`src/inc/rtcsa_consts.vh`:
```
// Purpose : Shared constants of the serial clock slave
// Assumes : Included by bare name from every design file
// Notes   : Definitions only
`ifndef RTCSA_CONSTS_VH
`define RTCSA_CONSTS_VH

// ----------------------------------------------------------------------
// Bus addressing
// ----------------------------------------------------------------------
`define RTCSA_SLAVE_ADDR   7'h68
`define RTCSA_BYTE_BITS    4'h8
`define RTCSA_LAST_CLOCK   3'h6
`define RTCSA_NUM_LOCS     8

// ----------------------------------------------------------------------
// Location indices
// ----------------------------------------------------------------------
`define RTCSA_LOC_SEC      3'h0
`define RTCSA_LOC_MIN      3'h1
`define RTCSA_LOC_HOUR     3'h2
`define RTCSA_LOC_DAY      3'h3
`define RTCSA_LOC_DATE     3'h4
`define RTCSA_LOC_MONTH    3'h5
`define RTCSA_LOC_YEAR     3'h6
`define RTCSA_LOC_CAL      3'h7

// ----------------------------------------------------------------------
// Field positions and reset values
// ----------------------------------------------------------------------
`define RTCSA_STOP_BIT     7
`define RTCSA_CENT_EN_BIT  7
`define RTCSA_CENT_BIT     6
`define RTCSA_RST_ZERO     8'h00
`define RTCSA_RST_ONE      8'h01

// ----------------------------------------------------------------------
// Timebase
// ----------------------------------------------------------------------
`define RTCSA_OSC_HZ       32768
`define RTCSA_TICK_S       1
`define RTCSA_DIV_COUNT    (`RTCSA_OSC_HZ * `RTCSA_TICK_S)
`define RTCSA_DIV_W        16

`endif

```
`src/design/rtcsa_buf2.v`:
```
// Purpose : Two-entry valid/ready buffer for received write bytes
// Assumes : Same clock on both sides
// Notes   : Full and empty are exact; ready drops when both slots hold
`timescale 1ns/10ps
`include "rtcsa_consts.vh"

module rtcsa_buf2 #(
  parameter W  = 11,
  parameter AW = 1
) (
  input  wire         sys_clk_in,
  input  wire         rstn_in,
  input  wire         in_valid_in,
  output wire         in_ready_out,
  input  wire [W-1:0] in_data_in,
  output wire         out_valid_out,
  input  wire         out_ready_in,
  output wire [W-1:0] out_data_out
);

  reg [W-1:0] mem [0:(1<<AW)-1];
  reg [AW-1:0] wp;
  reg [AW-1:0] rp;
  reg [AW:0]   cnt;

  wire do_in  = in_valid_in & in_ready_out;
  wire do_out = out_valid_out & out_ready_in;

  assign in_ready_out  = (cnt != {1'b1, {AW{1'b0}}});
  assign out_valid_out = (cnt != {(AW+1){1'b0}});
  assign out_data_out  = mem[rp];

  // ----------------------------------------------------------------------
  // Pointers and storage
  // ----------------------------------------------------------------------
  always @(posedge sys_clk_in) begin
    if (!rstn_in) begin
      wp  <= {AW{1'b0}};
      rp  <= {AW{1'b0}};
      cnt <= {(AW+1){1'b0}};
    end else begin
      if (do_in) begin
        mem[wp] <= in_data_in;
        wp      <= wp + 1'b1;
      end
      if (do_out)
        rp <= rp + 1'b1;
      if (do_in && !do_out)
        cnt <= cnt + 1'b1;
      else if (do_out && !do_in)
        cnt <= cnt - 1'b1;
    end
  end

endmodule

```
`src/design/rtcsa_timekeep.v`:
```
// Purpose : Internal BCD clock/calendar counters and one-second divider
// Assumes : osc_clk_in is the crystal timebase pin, asynchronous
// Notes   : Write port stalls in the cycle a second tick lands
`timescale 1ns/10ps
`include "rtcsa_consts.vh"

module rtcsa_timekeep #(
  parameter [`RTCSA_DIV_W-1:0] DIV_COUNT = `RTCSA_DIV_COUNT
) (
  input  wire        sys_clk_in,
  input  wire        rstn_in,
  input  wire        osc_clk_in,
  input  wire        wr_valid_in,
  output wire        wr_ready_out,
  input  wire [2:0]  wr_addr_in,
  input  wire [7:0]  wr_data_in,
  output wire [63:0] time_out
);

  localparam [`RTCSA_DIV_W-1:0] DIV_LAST = DIV_COUNT - 16'h0001;

  // Adds one in BCD; carry out and wrap to lo past hi
  function [8:0] binc;
    input [7:0] v;
    input [7:0] hi;
    input [7:0] lo;
    begin
      if (v >= hi)
        binc = {1'b1, lo};
      else if (v[3:0] == 4'h9)
        binc = {1'b0, v + 8'h07};
      else
        binc = {1'b0, v + 8'h01};
    end
  endfunction

  // Last date of a month; every fourth year leaps, good up to 2100
  function [7:0] month_end;
    input [7:0] mon;
    input [7:0] yr;
    reg leap;
    begin
      leap = yr[4] ? (yr[3:0] == 4'h2 || yr[3:0] == 4'h6)
                   : (yr[3:0] == 4'h0 || yr[3:0] == 4'h4 ||
                      yr[3:0] == 4'h8);
      case (mon)
        8'h02:   month_end = leap ? 8'h29 : 8'h28;
        8'h04,
        8'h06,
        8'h09,
        8'h11:   month_end = 8'h30;
        default: month_end = 8'h31;
      endcase
    end
  endfunction

  reg [7:0] r [0:`RTCSA_NUM_LOCS-1];
  reg [`RTCSA_DIV_W-1:0] div;
  reg osc_m;
  reg osc_s;
  reg osc_d;
  integer k;

  wire osc_edge = osc_s & ~osc_d;
  wire tick     = osc_edge & (div == DIV_LAST) &
                  ~r[`RTCSA_LOC_SEC][`RTCSA_STOP_BIT];
  wire wr_go    = wr_valid_in & wr_ready_out;

  wire [8:0] n_sec  = binc({1'b0, r[0][6:0]}, 8'h59, 8'h00);
  wire [8:0] n_min  = binc({1'b0, r[1][6:0]}, 8'h59, 8'h00);
  wire [8:0] n_hour = binc({2'b00, r[2][5:0]}, 8'h23, 8'h00);
  wire [8:0] n_day  = binc(r[3], 8'h07, 8'h01);
  wire [8:0] n_date = binc(r[4], month_end(r[5], r[6]), 8'h01);
  wire [8:0] n_mon  = binc(r[5], 8'h12, 8'h01);
  wire [8:0] n_year = binc(r[6], 8'h99, 8'h00);

  assign wr_ready_out = ~tick;

  genvar g;
  generate
    for (g = 0; g < `RTCSA_NUM_LOCS; g = g + 1) begin : g_flat
      assign time_out[g*8 +: 8] = r[g];
    end
  endgenerate

  // ----------------------------------------------------------------------
  // Counters
  // ----------------------------------------------------------------------
  always @(posedge sys_clk_in) begin
    osc_m <= osc_clk_in;
    osc_s <= osc_m;
    if (!rstn_in) begin
      osc_d <= 1'b0;
      div   <= {`RTCSA_DIV_W{1'b0}};
      for (k = 0; k < `RTCSA_NUM_LOCS; k = k + 1)
        r[k] <= `RTCSA_RST_ZERO;
      r[`RTCSA_LOC_DAY]   <= `RTCSA_RST_ONE;
      r[`RTCSA_LOC_DATE]  <= `RTCSA_RST_ONE;
      r[`RTCSA_LOC_MONTH] <= `RTCSA_RST_ONE;
    end else begin
      osc_d <= osc_s;
      if (wr_go) begin
        r[wr_addr_in] <= wr_data_in;
        if (wr_addr_in <= `RTCSA_LAST_CLOCK)
          div <= {`RTCSA_DIV_W{1'b0}};
        else if (osc_edge)
          div <= div + 1'b1;
      end else if (tick) begin
        div     <= {`RTCSA_DIV_W{1'b0}};
        r[0]    <= {r[0][7], n_sec[6:0]};
        if (n_sec[8]) begin
          r[1] <= {r[1][7], n_min[6:0]};
          if (n_min[8]) begin
            r[2] <= {r[2][7:6], n_hour[5:0]};
            if (n_hour[8]) begin
              r[3] <= n_day[7:0];
              r[4] <= n_date[7:0];
              if (n_date[8]) begin
                r[5] <= n_mon[7:0];
                if (n_mon[8]) begin
                  r[6] <= n_year[7:0];
                  if (n_year[8] && r[2][`RTCSA_CENT_EN_BIT])
                    r[2][`RTCSA_CENT_BIT] <= ~r[2][`RTCSA_CENT_BIT];
                end
              end
            end
          end
        end
      end else if (osc_edge) begin
        div <= div + 1'b1;
      end
    end
  end

endmodule

```
`src/design/rtcsa_slave.v`:
```
// Purpose : Two-wire slave access to an eight-location BCD real-time clock
// Assumes : scl_in, sda_in, osc_clk_in and the power-fail level are pins
// Notes   : No clock stretching; a full write buffer answers with no ack
//
// Overview of operation
// - Answer only transfers opening with start then slave address byte D0h or D1h.
// - Eight locations: seconds, minutes, hours, day, date, month, year, cal.
// - Address pointer steps by one after each data byte read or written.
// - Power fail aborts any transfer and clears the address pointer.
// - Bus ignored while supply is low; accepted again once it recovers.
// - SDA falling while SCL high is a start condition.
// - SDA rising while SCL high is a stop condition.
// - SDA stable while SCL high; changes only while SCL low.
// - Bytes are eight bits, MSB first, then a ninth acknowledge bit.
// - Any number of data bytes between start and stop.
// - Acknowledger holds SDA low through the whole ack clock high.
// - Addressed receiver acknowledges every byte it takes in.
// - After master's no-ack the transmitter releases SDA high.
// - Time and date held in packed BCD, hours in 24-hour form.
// - Months end after 28, 29, 30 or 31 days; leap years to 2100.
// - One-second tick comes from the 32.768 kHz crystal timebase.
// - Pointer advances only on the ack clock after each data byte.
// - User copy frozen while pointer is 00h-06h; resumes on stop or 07h.
// - In a write, first byte loads the pointer; later bytes store.
// - Completing a write to a clock location resets the divider chain.
`timescale 1ns/10ps
`include "rtcsa_consts.vh"

module rtcsa_slave #(
  parameter [`RTCSA_DIV_W-1:0] DIV_COUNT = `RTCSA_DIV_COUNT
) (
  input  wire        sys_clk_in,
  input  wire        rstn_in,
  input  wire        scl_in,
  input  wire        sda_in,
  output wire        sda_out,
  output wire        sda_oe_out,
  input  wire        osc_clk_in,
  input  wire        below_power_fail_threshold_in,
  output wire        busy_out,
  output wire [63:0] time_out
);

  // ----------------------------------------------------------------------
  // States and byte kinds
  // ----------------------------------------------------------------------
  localparam [2:0] S_IDLE   = 3'h0;
  localparam [2:0] S_RX     = 3'h1;
  localparam [2:0] S_RX_ACK = 3'h2;
  localparam [2:0] S_TX     = 3'h3;
  localparam [2:0] S_TX_ACK = 3'h4;

  localparam [1:0] K_ADDR = 2'h0;
  localparam [1:0] K_PTR  = 2'h1;
  localparam [1:0] K_DATA = 2'h2;

  // Pointer lies on a clock location rather than calibration
  function is_clock_loc;
    input [2:0] a;
    begin
      is_clock_loc = (a <= `RTCSA_LAST_CLOCK);
    end
  endfunction

  // ----------------------------------------------------------------------
  // Pin synchronisers
  // ----------------------------------------------------------------------
  reg scl_m;
  reg scl_s;
  reg scl_d;
  reg sda_m;
  reg sda_s;
  reg sda_d;
  reg pf_m;
  reg pf_s;

  always @(posedge sys_clk_in) begin
    scl_m <= scl_in;
    scl_s <= scl_m;
    sda_m <= sda_in;
    sda_s <= sda_m;
    pf_m  <= below_power_fail_threshold_in;
    pf_s  <= pf_m;
    if (!rstn_in) begin
      scl_d <= 1'b1;
      sda_d <= 1'b1;
    end else begin
      scl_d <= scl_s;
      sda_d <= sda_s;
    end
  end

  wire scl_rise = scl_s & ~scl_d;
  wire scl_fall = ~scl_s & scl_d;
  // Line changes with SCL high are conditions, not data
  wire start_c  = scl_s & scl_d & sda_d & ~sda_s;
  wire stop_c   = scl_s & scl_d & ~sda_d & sda_s;

  // ----------------------------------------------------------------------
  // Protocol state
  // ----------------------------------------------------------------------
  reg [2:0]  state;
  reg [1:0]  kind;
  reg [3:0]  bitcnt;
  reg [7:0]  shreg;
  reg [7:0]  txsh;
  reg [2:0]  ptr;
  reg        rw;
  reg        mack;
  reg        sda_oe;
  reg        push;
  reg [10:0] pdata;
  reg [7:0]  ucopy [0:`RTCSA_NUM_LOCS-1];

  wire        buf_in_ready;
  wire        buf_out_valid;
  wire [10:0] buf_out_data;
  wire        tk_ready;
  wire [63:0] tk_time;
  wire [7:0]  rd_byte = ucopy[ptr];
  wire        addr_hit = (shreg[7:1] == `RTCSA_SLAVE_ADDR);

  // Open drain: only ever pulls low
  assign sda_out    = 1'b0;
  assign sda_oe_out = sda_oe;
  assign busy_out   = (state != S_IDLE);

  always @(posedge sys_clk_in) begin
    if (!rstn_in) begin
      state  <= S_IDLE;
      kind   <= K_ADDR;
      bitcnt <= 4'h0;
      shreg  <= 8'h00;
      txsh   <= 8'h00;
      ptr    <= 3'h0;
      rw     <= 1'b0;
      mack   <= 1'b0;
      sda_oe <= 1'b0;
      push   <= 1'b0;
      pdata  <= 11'h000;
    end else begin
      push <= 1'b0;
      if (pf_s) begin
        // Low supply beats every bus event
        state  <= S_IDLE;
        ptr    <= 3'h0;
        sda_oe <= 1'b0;
        bitcnt <= 4'h0;
      end else if (start_c) begin
        // Repeated start is legal at any point
        state  <= S_RX;
        kind   <= K_ADDR;
        bitcnt <= 4'h0;
        sda_oe <= 1'b0;
      end else if (stop_c) begin
        state  <= S_IDLE;
        sda_oe <= 1'b0;
      end else begin
        case (state)
          S_RX: begin
            if (scl_rise && bitcnt != `RTCSA_BYTE_BITS) begin
              shreg  <= {shreg[6:0], sda_s};
              bitcnt <= bitcnt + 4'h1;
            end else if (scl_fall && bitcnt == `RTCSA_BYTE_BITS) begin
              if (kind == K_ADDR && !addr_hit) begin
                state <= S_IDLE;
              end else if (kind == K_DATA && !buf_in_ready) begin
                // Nowhere to put the byte: refuse it
                state <= S_IDLE;
              end else begin
                sda_oe <= 1'b1;
                state  <= S_RX_ACK;
              end
            end
          end
          S_RX_ACK: begin
            if (scl_rise) begin
              case (kind)
                K_ADDR: rw <= shreg[0];
                K_PTR: ptr <= shreg[2:0];
                default: begin
                  push  <= 1'b1;
                  pdata <= {ptr, shreg};
                  ptr   <= ptr + 3'h1;
                end
              endcase
            end else if (scl_fall) begin
              // Ack held through the high phase, dropped only now
              bitcnt <= 4'h0;
              if (kind == K_ADDR && rw) begin
                txsh   <= rd_byte;
                sda_oe <= ~rd_byte[7];
                bitcnt <= 4'h1;
                state  <= S_TX;
              end else begin
                sda_oe <= 1'b0;
                state  <= S_RX;
                kind   <= (kind == K_ADDR) ? K_PTR : K_DATA;
              end
            end
          end
          S_TX: begin
            if (scl_fall) begin
              if (bitcnt == `RTCSA_BYTE_BITS) begin
                sda_oe <= 1'b0;
                state  <= S_TX_ACK;
              end else begin
                sda_oe <= ~txsh[6];
                txsh   <= {txsh[6:0], 1'b0};
                bitcnt <= bitcnt + 4'h1;
              end
            end
          end
          S_TX_ACK: begin
            if (scl_rise) begin
              mack <= ~sda_s;
              ptr  <= ptr + 3'h1;
            end else if (scl_fall) begin
              if (mack) begin
                txsh   <= rd_byte;
                sda_oe <= ~rd_byte[7];
                bitcnt <= 4'h1;
                state  <= S_TX;
              end else begin
                // Line stays released for the master's stop
                state <= S_IDLE;
              end
            end
          end
          default: begin
            state <= S_IDLE;
          end
        endcase
      end
    end
  end

  // ----------------------------------------------------------------------
  // User copy of the clock
  // ----------------------------------------------------------------------
  // Frozen so a multi-byte read never sees a carry mid-block
  wire freeze = busy_out & is_clock_loc(ptr);
  integer k;

  always @(posedge sys_clk_in) begin
    if (!rstn_in) begin
      for (k = 0; k < `RTCSA_NUM_LOCS; k = k + 1)
        ucopy[k] <= `RTCSA_RST_ZERO;
    end else if (!freeze) begin
      for (k = 0; k < `RTCSA_NUM_LOCS; k = k + 1)
        ucopy[k] <= tk_time[k*8 +: 8];
    end
  end

  genvar g;
  generate
    for (g = 0; g < `RTCSA_NUM_LOCS; g = g + 1) begin : g_out
      assign time_out[g*8 +: 8] = ucopy[g];
    end
  endgenerate

  // ----------------------------------------------------------------------
  // Write path and counters
  // ----------------------------------------------------------------------
  rtcsa_buf2 #(
    .W  (11),
    .AW (1)
  ) u_buf (
    .sys_clk_in    (sys_clk_in),
    .rstn_in       (rstn_in),
    .in_valid_in   (push),
    .in_ready_out  (buf_in_ready),
    .in_data_in    (pdata),
    .out_valid_out (buf_out_valid),
    .out_ready_in  (tk_ready),
    .out_data_out  (buf_out_data)
  );

  rtcsa_timekeep #(
    .DIV_COUNT (DIV_COUNT)
  ) u_tk (
    .sys_clk_in   (sys_clk_in),
    .rstn_in      (rstn_in),
    .osc_clk_in   (osc_clk_in),
    .wr_valid_in  (buf_out_valid),
    .wr_ready_out (tk_ready),
    .wr_addr_in   (buf_out_data[10:8]),
    .wr_data_in   (buf_out_data[7:0]),
    .time_out     (tk_time)
  );

endmodule

```
`config.mk`:
```
export PLATFORM = sky130hd
export DESIGN_NAME = rtcsa_slave
export DESIGN_NICKNAME = d
export VERILOG_FILES = /design/src/design/rtcsa_buf2.v /design/src/design/rtcsa_timekeep.v /design/src/design/rtcsa_slave.v
export VERILOG_INCLUDE_DIRS = /design/src /design/src/inc
export SDC_FILE = /design/constraint.sdc
export NUM_CORES = 1
export LEC_CHECK = 0
export BUFFER_PORTS_ARGS = -buffer_cell sky130_fd_sc_hd__buf_2
export CAP_MARGIN = 20
export CORE_AREA = 2 2 133 160
export DETAILED_ROUTE_END_ITERATION = 16
export DIE_AREA = 0 0 135 162
export HOLD_SLACK_MARGIN = 0.06
export PLACE_DENSITY = 0.72
export SYNTH_ARGS = -nofsm -noshare
export SYNTH_HDL_FRONTEND = slang
export SYNTH_SLANG_ARGS = --single-unit
```
`constraint.sdc`:
```
create_clock -name sys_clk_in -period 8.9 [get_ports sys_clk_in]
set_input_delay 1.335 -clock sys_clk_in [delete_from_list [all_inputs] [get_ports sys_clk_in]]
set_output_delay 1.335 -clock sys_clk_in [all_outputs]
set_load 0.01 [all_outputs]
```
==> impl_results.html <==
<table>
<tr><th>Metric</th><th>Value</th></tr>
<tr><th colspan="2">STA</th></tr>
<tr><td>Final Setup Violations</td><td>0</td></tr>
<tr><td>Fmax</td><td>roughly 280 MHz</td></tr>
<tr><td>Worst clock skew on the final layout</td><td>14.9 ps</td></tr>
<tr><td>Aggregate negative setup slack</td><td>0 ps</td></tr>
<tr><td>Final critical delay including setup and external delays</td><td>approximately 3600 ps</td></tr>
<tr><td>Slew margin rel.</td><td>between 20 and 25%</td></tr>
<tr><td>Slew at the pin closest to its max-slew limit</td><td>~1100 ps</td></tr>
<tr><td>Setup repair after global routing missed its margin</td><td>no</td></tr>
<tr><td>Hold Fails Final Rpt</td><td>0</td></tr>
<tr><td>Max Transition Viols Final</td><td>0</td></tr>
<tr><td>Period Utilization, post-route</td><td>around two fifths</td></tr>
<tr><th colspan="2">Clocking</th></tr>
<tr><td>TritonCTS Sinks</td><td>227</td></tr>
<tr><td>Post CTS Setup Buffer Count</td><td>0</td></tr>
<tr><td>PostCTS Resize Cnt</td><td>0</td></tr>
<tr><td>Buffer cell driving the clock tree root</td><td>sky130_fd_sc_hd__clkbuf_16</td></tr>
<tr><td>Number of clock buffers inserted by TritonCTS</td><td>24</td></tr>
<tr><td>Post-CTS Hold Buffers</td><td>0</td></tr>
<tr><td>Number of levels in the clock H-tree</td><td>1</td></tr>
<tr><td>TritonCTS clock tree</td><td>yes</td></tr>
<tr><td>Bufs on Longest Clock Path</td><td>3</td></tr>
<tr><td>Clk pin slew, worst setup/hold paths</td><td>about 60 ps</td></tr>
<tr><td>Source-to-sink clock delay at the later pin of the worst-skew pair</td><td>about 510 ps</td></tr>
<tr><th colspan="2">Route</th></tr>
<tr><td>Via-per-instance ratio</td><td>a little under 6</td></tr>
<tr><td>Via count</td><td>7623</td></tr>
<tr><td>Wirelength per Cell</td><td>about 20 um</td></tr>
<tr><td>DRT antenna net count</td><td>0</td></tr>
<tr><td>Number of detailed-route iterations in the first pass</td><td>5</td></tr>
<tr><td>Post-detailed-route DRC marker count</td><td>0</td></tr>
<tr><td>Total Routed Length</td><td>25000 um</td></tr>
<tr><td>Iteration-0 DRC Markers</td><td>between 600 and 700</td></tr>
<tr><th colspan="2">GRT</th></tr>
<tr><td>Gr ovfl total</td><td>0</td></tr>
<tr><td>Global-route wire length before repair</td><td>~39000 um</td></tr>
<tr><td>Antenna violations before repair</td><td>0</td></tr>
<tr><td>Combined global-route utilization of all metal layers</td><td>roughly 23%</td></tr>
<tr><td>Largest net degree at the start of global routing</td><td>104</td></tr>
<tr><td>Vias in the first global route</td><td>approximately 7300</td></tr>
<tr><th colspan="2">Synth</th></tr>
<tr><td>Number of synthesized flops with an enable pin</td><td>150</td></tr>
<tr><td>Synthesized area divided by synthesized cell count</td><td>roughly 12 sq um</td></tr>
<tr><td>Cell type with the largest total area after synthesis</td><td>sky130_fd_sc_hd__edfxtp_1</td></tr>
<tr><td>Post-Syn Instances</td><td>933</td></tr>
<tr><td>Fraction of synthesized cell area in xor and xnor cells</td><td>3.51%</td></tr>
<tr><td>Area share of the largest cell type after synthesis</td><td>about two fifths</td></tr>
<tr><td>Number of flip-flops and latches in the synthesized netlist</td><td>~230</td></tr>
<tr><td>Most common cell in the synthesized netlist</td><td>sky130_fd_sc_hd__edfxtp_1</td></tr>
<tr><td>Register area share after synthesis</td><td>a little under three fifths</td></tr>
<tr><td>Synthesized-area fraction occupied by adder cells</td><td>under 10%</td></tr>
<tr><td>Post-synthesis instance area</td><td>around 11000 sq um</td></tr>
<tr><td>Top FF cell, synth</td><td>sky130_fd_sc_hd__edfxtp_1</td></tr>
<tr><td>Post-synth top cells</td><td>sky130_fd_sc_hd__edfxtp_1 (150), sky130_fd_sc_hd__nor2_1 (96), sky130_fd_sc_hd__dfxtp_1 (77)</td></tr>
<tr><td>Multiplexer fraction of the synthesized cell area</td><td>6.95%</td></tr>
<tr><td>Share of async-settable or async-resettable flops after synthesis</td><td>0%</td></tr>
<tr><td>Dominant combinational cell family by area after synthesis</td><td>simple AND/OR/NAND/NOR gates</td></tr>
<tr><td>Number of different library cells in the post-synthesis netlist</td><td>85</td></tr>
<tr><td>Share of synthesized cell area in and, or, nand and nor gates</td><td>around 17%</td></tr>
<tr><td>Synth area leaders</td><td>sky130_fd_sc_hd__edfxtp_1 (41%), sky130_fd_sc_hd__dfxtp_1 (14%), sky130_fd_sc_hd__mux2i_1 (3.5%)</td></tr>
<tr><td>Compound-gate portion of the synthesized area</td><td>under 10%</td></tr>
<tr><td>Nets in the synthesized netlist</td><td>~970</td></tr>
<tr><td>Total of warnings raised by yosys</td><td>0</td></tr>
<tr><th colspan="2">Worst setup path</th></tr>
<tr><td>Largest fanout of any net on the critical path</td><td>103</td></tr>
<tr><td>Destination of the worst register-to-register timing path</td><td>u_tk.r[5][0]</td></tr>
<tr><td>Setup Crit Path Kind</td><td>in -&gt; reg</td></tr>
<tr><td>CP Data Arrival Time</td><td>approximately 3700 ps</td></tr>
<tr><td>Startpoint type of the worst setup path</td><td>input pin</td></tr>
<tr><td>Worst setup slack for register-to-register paths</td><td>about 5500 ps</td></tr>
<tr><td>Critical path's largest stage delay</td><td>around 670 ps</td></tr>
<tr><td>Critical path, cell by cell</td><td>buf_2 &gt; buf_4 &gt; o21ai_0 &gt; nor2_1 &gt; o211ai_2 &gt; nand3_1</td></tr>
<tr><td>Required time of the critical path</td><td>between 9000 and 10000 ps</td></tr>
<tr><td>Cell depth of the worst flop-to-flop path</td><td>9</td></tr>
<tr><td>Worst r2r src</td><td>u_tk.r[5][0]</td></tr>
<tr><td>Critical Path Slowest Stage Cell</td><td>sky130_fd_sc_hd__buf_4</td></tr>
<tr><td>Crit. End Element</td><td>flop</td></tr>
<tr><th colspan="2">Job</th></tr>
<tr><td>Max-cap violation count</td><td>0</td></tr>
<tr><th colspan="2">Power</th></tr>
<tr><td>Switching power as a share of total power</td><td>approximately 25%</td></tr>
<tr><td>Share of total power in combinational logic</td><td>between 10% and 20%</td></tr>
<tr><td>Net load switching power</td><td>638 uW</td></tr>
<tr><td>Overall power of the completed layout</td><td>approximately 2.6 mW</td></tr>
<tr><td>Clock network fraction of design power</td><td>roughly two fifths</td></tr>
<tr><td>Internal power summed over all cells</td><td>1.93 mW</td></tr>
<tr><td>Flop pwr share</td><td>about 49%</td></tr>
<tr><td>IR drop worst, VDD</td><td>0.000140 V</td></tr>
<tr><td>Power Density</td><td>a little over 200 nW/um^2</td></tr>
<tr><td>Total leakage power</td><td>5.13 nW</td></tr>
<tr><th colspan="2">Placed design</th></tr>
<tr><td>Number of input and output port buffers inserted</td><td>71</td></tr>
<tr><td>Final weighted congestion of routability-driven global placement</td><td>roughly 0.85</td></tr>
<tr><td>Post-DP HPWL</td><td>~18000 um</td></tr>
<tr><th colspan="2">Floorplan</th></tr>
<tr><td>X dimension of the die</td><td>between 100 and 150 um</td></tr>
<tr><td>Initial cell density of the core</td><td>around 54%</td></tr>
<tr><td>Ports placed on the boundary</td><td>73</td></tr>
<tr><td>Overall die height</td><td>roughly 160 um</td></tr>
<tr><td>Die Footprint</td><td>roughly 22000 sq um</td></tr>
<tr><td>Std cell rows</td><td>between 50 and 60</td></tr>
<tr><td>Area inside the core boundary</td><td>slightly above 20000 sq um</td></tr>
<tr><th colspan="2">Finish</th></tr>
<tr><td>Layout filler cell count</td><td>roughly 1600</td></tr>
<tr><td>Area added between synthesis and finish</td><td>12.7%</td></tr>
<tr><td>Ratio of cells with drive above 1 in the final layout</td><td>~17%</td></tr>
<tr><td>Ant diodes</td><td>0</td></tr>
<tr><td>Final-stage net count</td><td>1037</td></tr>
<tr><th colspan="2">Hold path</th></tr>
<tr><td>Start point of the worst min-delay path</td><td>u_tk.osc_m</td></tr>
<tr><td>Cell depth of the worst min-delay path</td><td>0</td></tr>
<tr><td>Hold/Removal Path Class</td><td>reg -&gt; reg</td></tr>
<tr><td>Terminating pin of the worst hold path</td><td>u_tk.osc_s</td></tr>
<tr><th colspan="2">Outcome</th></tr>
<tr><td>Outcome</td><td>finished clean</td></tr>
</table>
==> how the worst max path moves through the flow <==
| stage | depth (start not counted) | to | startpoint |
|---|---|---|---|
| finish | 6 | u_tk.r[5][0] | rstn_in |
| global route | 6 | u_tk.r[5][7] | rstn_in |
| CTS | 6 | u_tk.r[5][3] | rstn_in |
| detailed placement | 6 | u_tk.r[5][3] | rstn_in |
| global placement | 6 | u_tk.r[5][3] | rstn_in |
| floorplan | 5 | u_buf.mem[0][0] | rstn_in |
==> worst max-delay path: cells and delay by family <==
| family | cells | cell delay, ps |
|---|---|---|
| buffers and inverters | 2 | 740 |
| AND/OR/NAND/NOR | 2 | 870 |
| AO/OA/AOI/OAI | 2 | 730 |
==> cell families after synthesis <==
kind of cell,after synthesis
adders and majority gates,30
xor gates and xnor gates,44
and+or+nand+nor,340
buffers and inverters,76
muxes,56
AOI/OAI and AO/OA,159
DFF,227
other,1
==> metrics by stage <==
stage               hold WS (ps)  instance area [sq um]  std cells  setup WS (ps)  utilization [%]
floorplan                    310                  11000        933           5730                -
detailed placement           312                  11600       1240           4830             57.0
global placement             311                  11500       1239           4960             57.0
finish                       324                  12400       1284           5350             61.1
CTS                          327                  12400       1284           5360             61.1
global route                 335                  12400       1284           5130             61.1
==> power groups by stage <==
stage	combinational, mW	sequential, mW	clock (mW)
floorplan	0.200	1.26	0
global placement	0.285	1.28	0
detailed placement	0.290	1.28	0
CTS	0.293	1.26	1.04
global route	0.320	1.27	1.08
finish	0.293	1.26	1.02
==> final cells by class <==
type / instances / area (sq um) / share of cell area [%]
flip-flops and latches: 227 / 6050 / 48.8
multi-input cells: 630 / 4600 / 37.1
clock buffers: 33 / 718 / 5.80
repair buffers: 83 / 445 / 3.60
well taps: 265 / 332 / 2.68
inverters: 35 / 131 / 1.06
clock inverters: 11 / 111 / 0.899
==> sequential cells by signal, summed over array words and instances, names as in the netlist, 2 cells and up, named ones only <==
name and cells:
u_buf.cnt 2, u_tk.div 16, kind 2, ptr 3, pdata 11, u_buf.mem 22, bitcnt 4, shreg 8
ucopy 64, txsh 7, u_tk.r 64, state 3
==> layer usage <==
metal	vias to the layer above	wire length (um)	track usage (%)
met5	-	0	0
met4	0	759	8.24
met3	51	1660	2.56
met2	286	12200	39.1
met1	3673	10300	30.8
li1	3613	-	-
==> layout by cell type (no fill, tap or decap), drive strengths merged, types with 3 or more instances in the layout <==
cell | Yosys | final
nor3 | 16 | 16
fa | 7 | 7
o211ai | 7 | 7
o21ai | 25 | 25
a21oi | 25 | 25
o22ai | 42 | 42
edfxtp | 150 | 150
nand3 | 25 | 25
a21o | 13 | 13
or3b | 5 | 5
ha | 23 | 23
and3 | 57 | 57
mux2i | 38 | 38
or3 | 7 | 7
o31ai | 5 | 5
xnor2 | 21 | 21
and2 | 21 | 21
nand2 | 54 | 54
inv | 35 | 36
and3b | 3 | 3
clkinv | 0 | 6
nor3b | 5 | 5
o2111ai | 7 | 7
a221oi | 3 | 3
nor4 | 5 | 5
a31oi | 6 | 6
nand3b | 5 | 5
nand4 | 11 | 11
nor2 | 97 | 97
xor2 | 23 | 23
dfxtp | 77 | 77
mux4 | 16 | 16
nand2b | 6 | 6
o32ai | 3 | 3
or2 | 6 | 6
buf | 18 | 83
nor2b | 10 | 10
clkbuf | 23 | 33
Power figures use the tool's default switching activity.
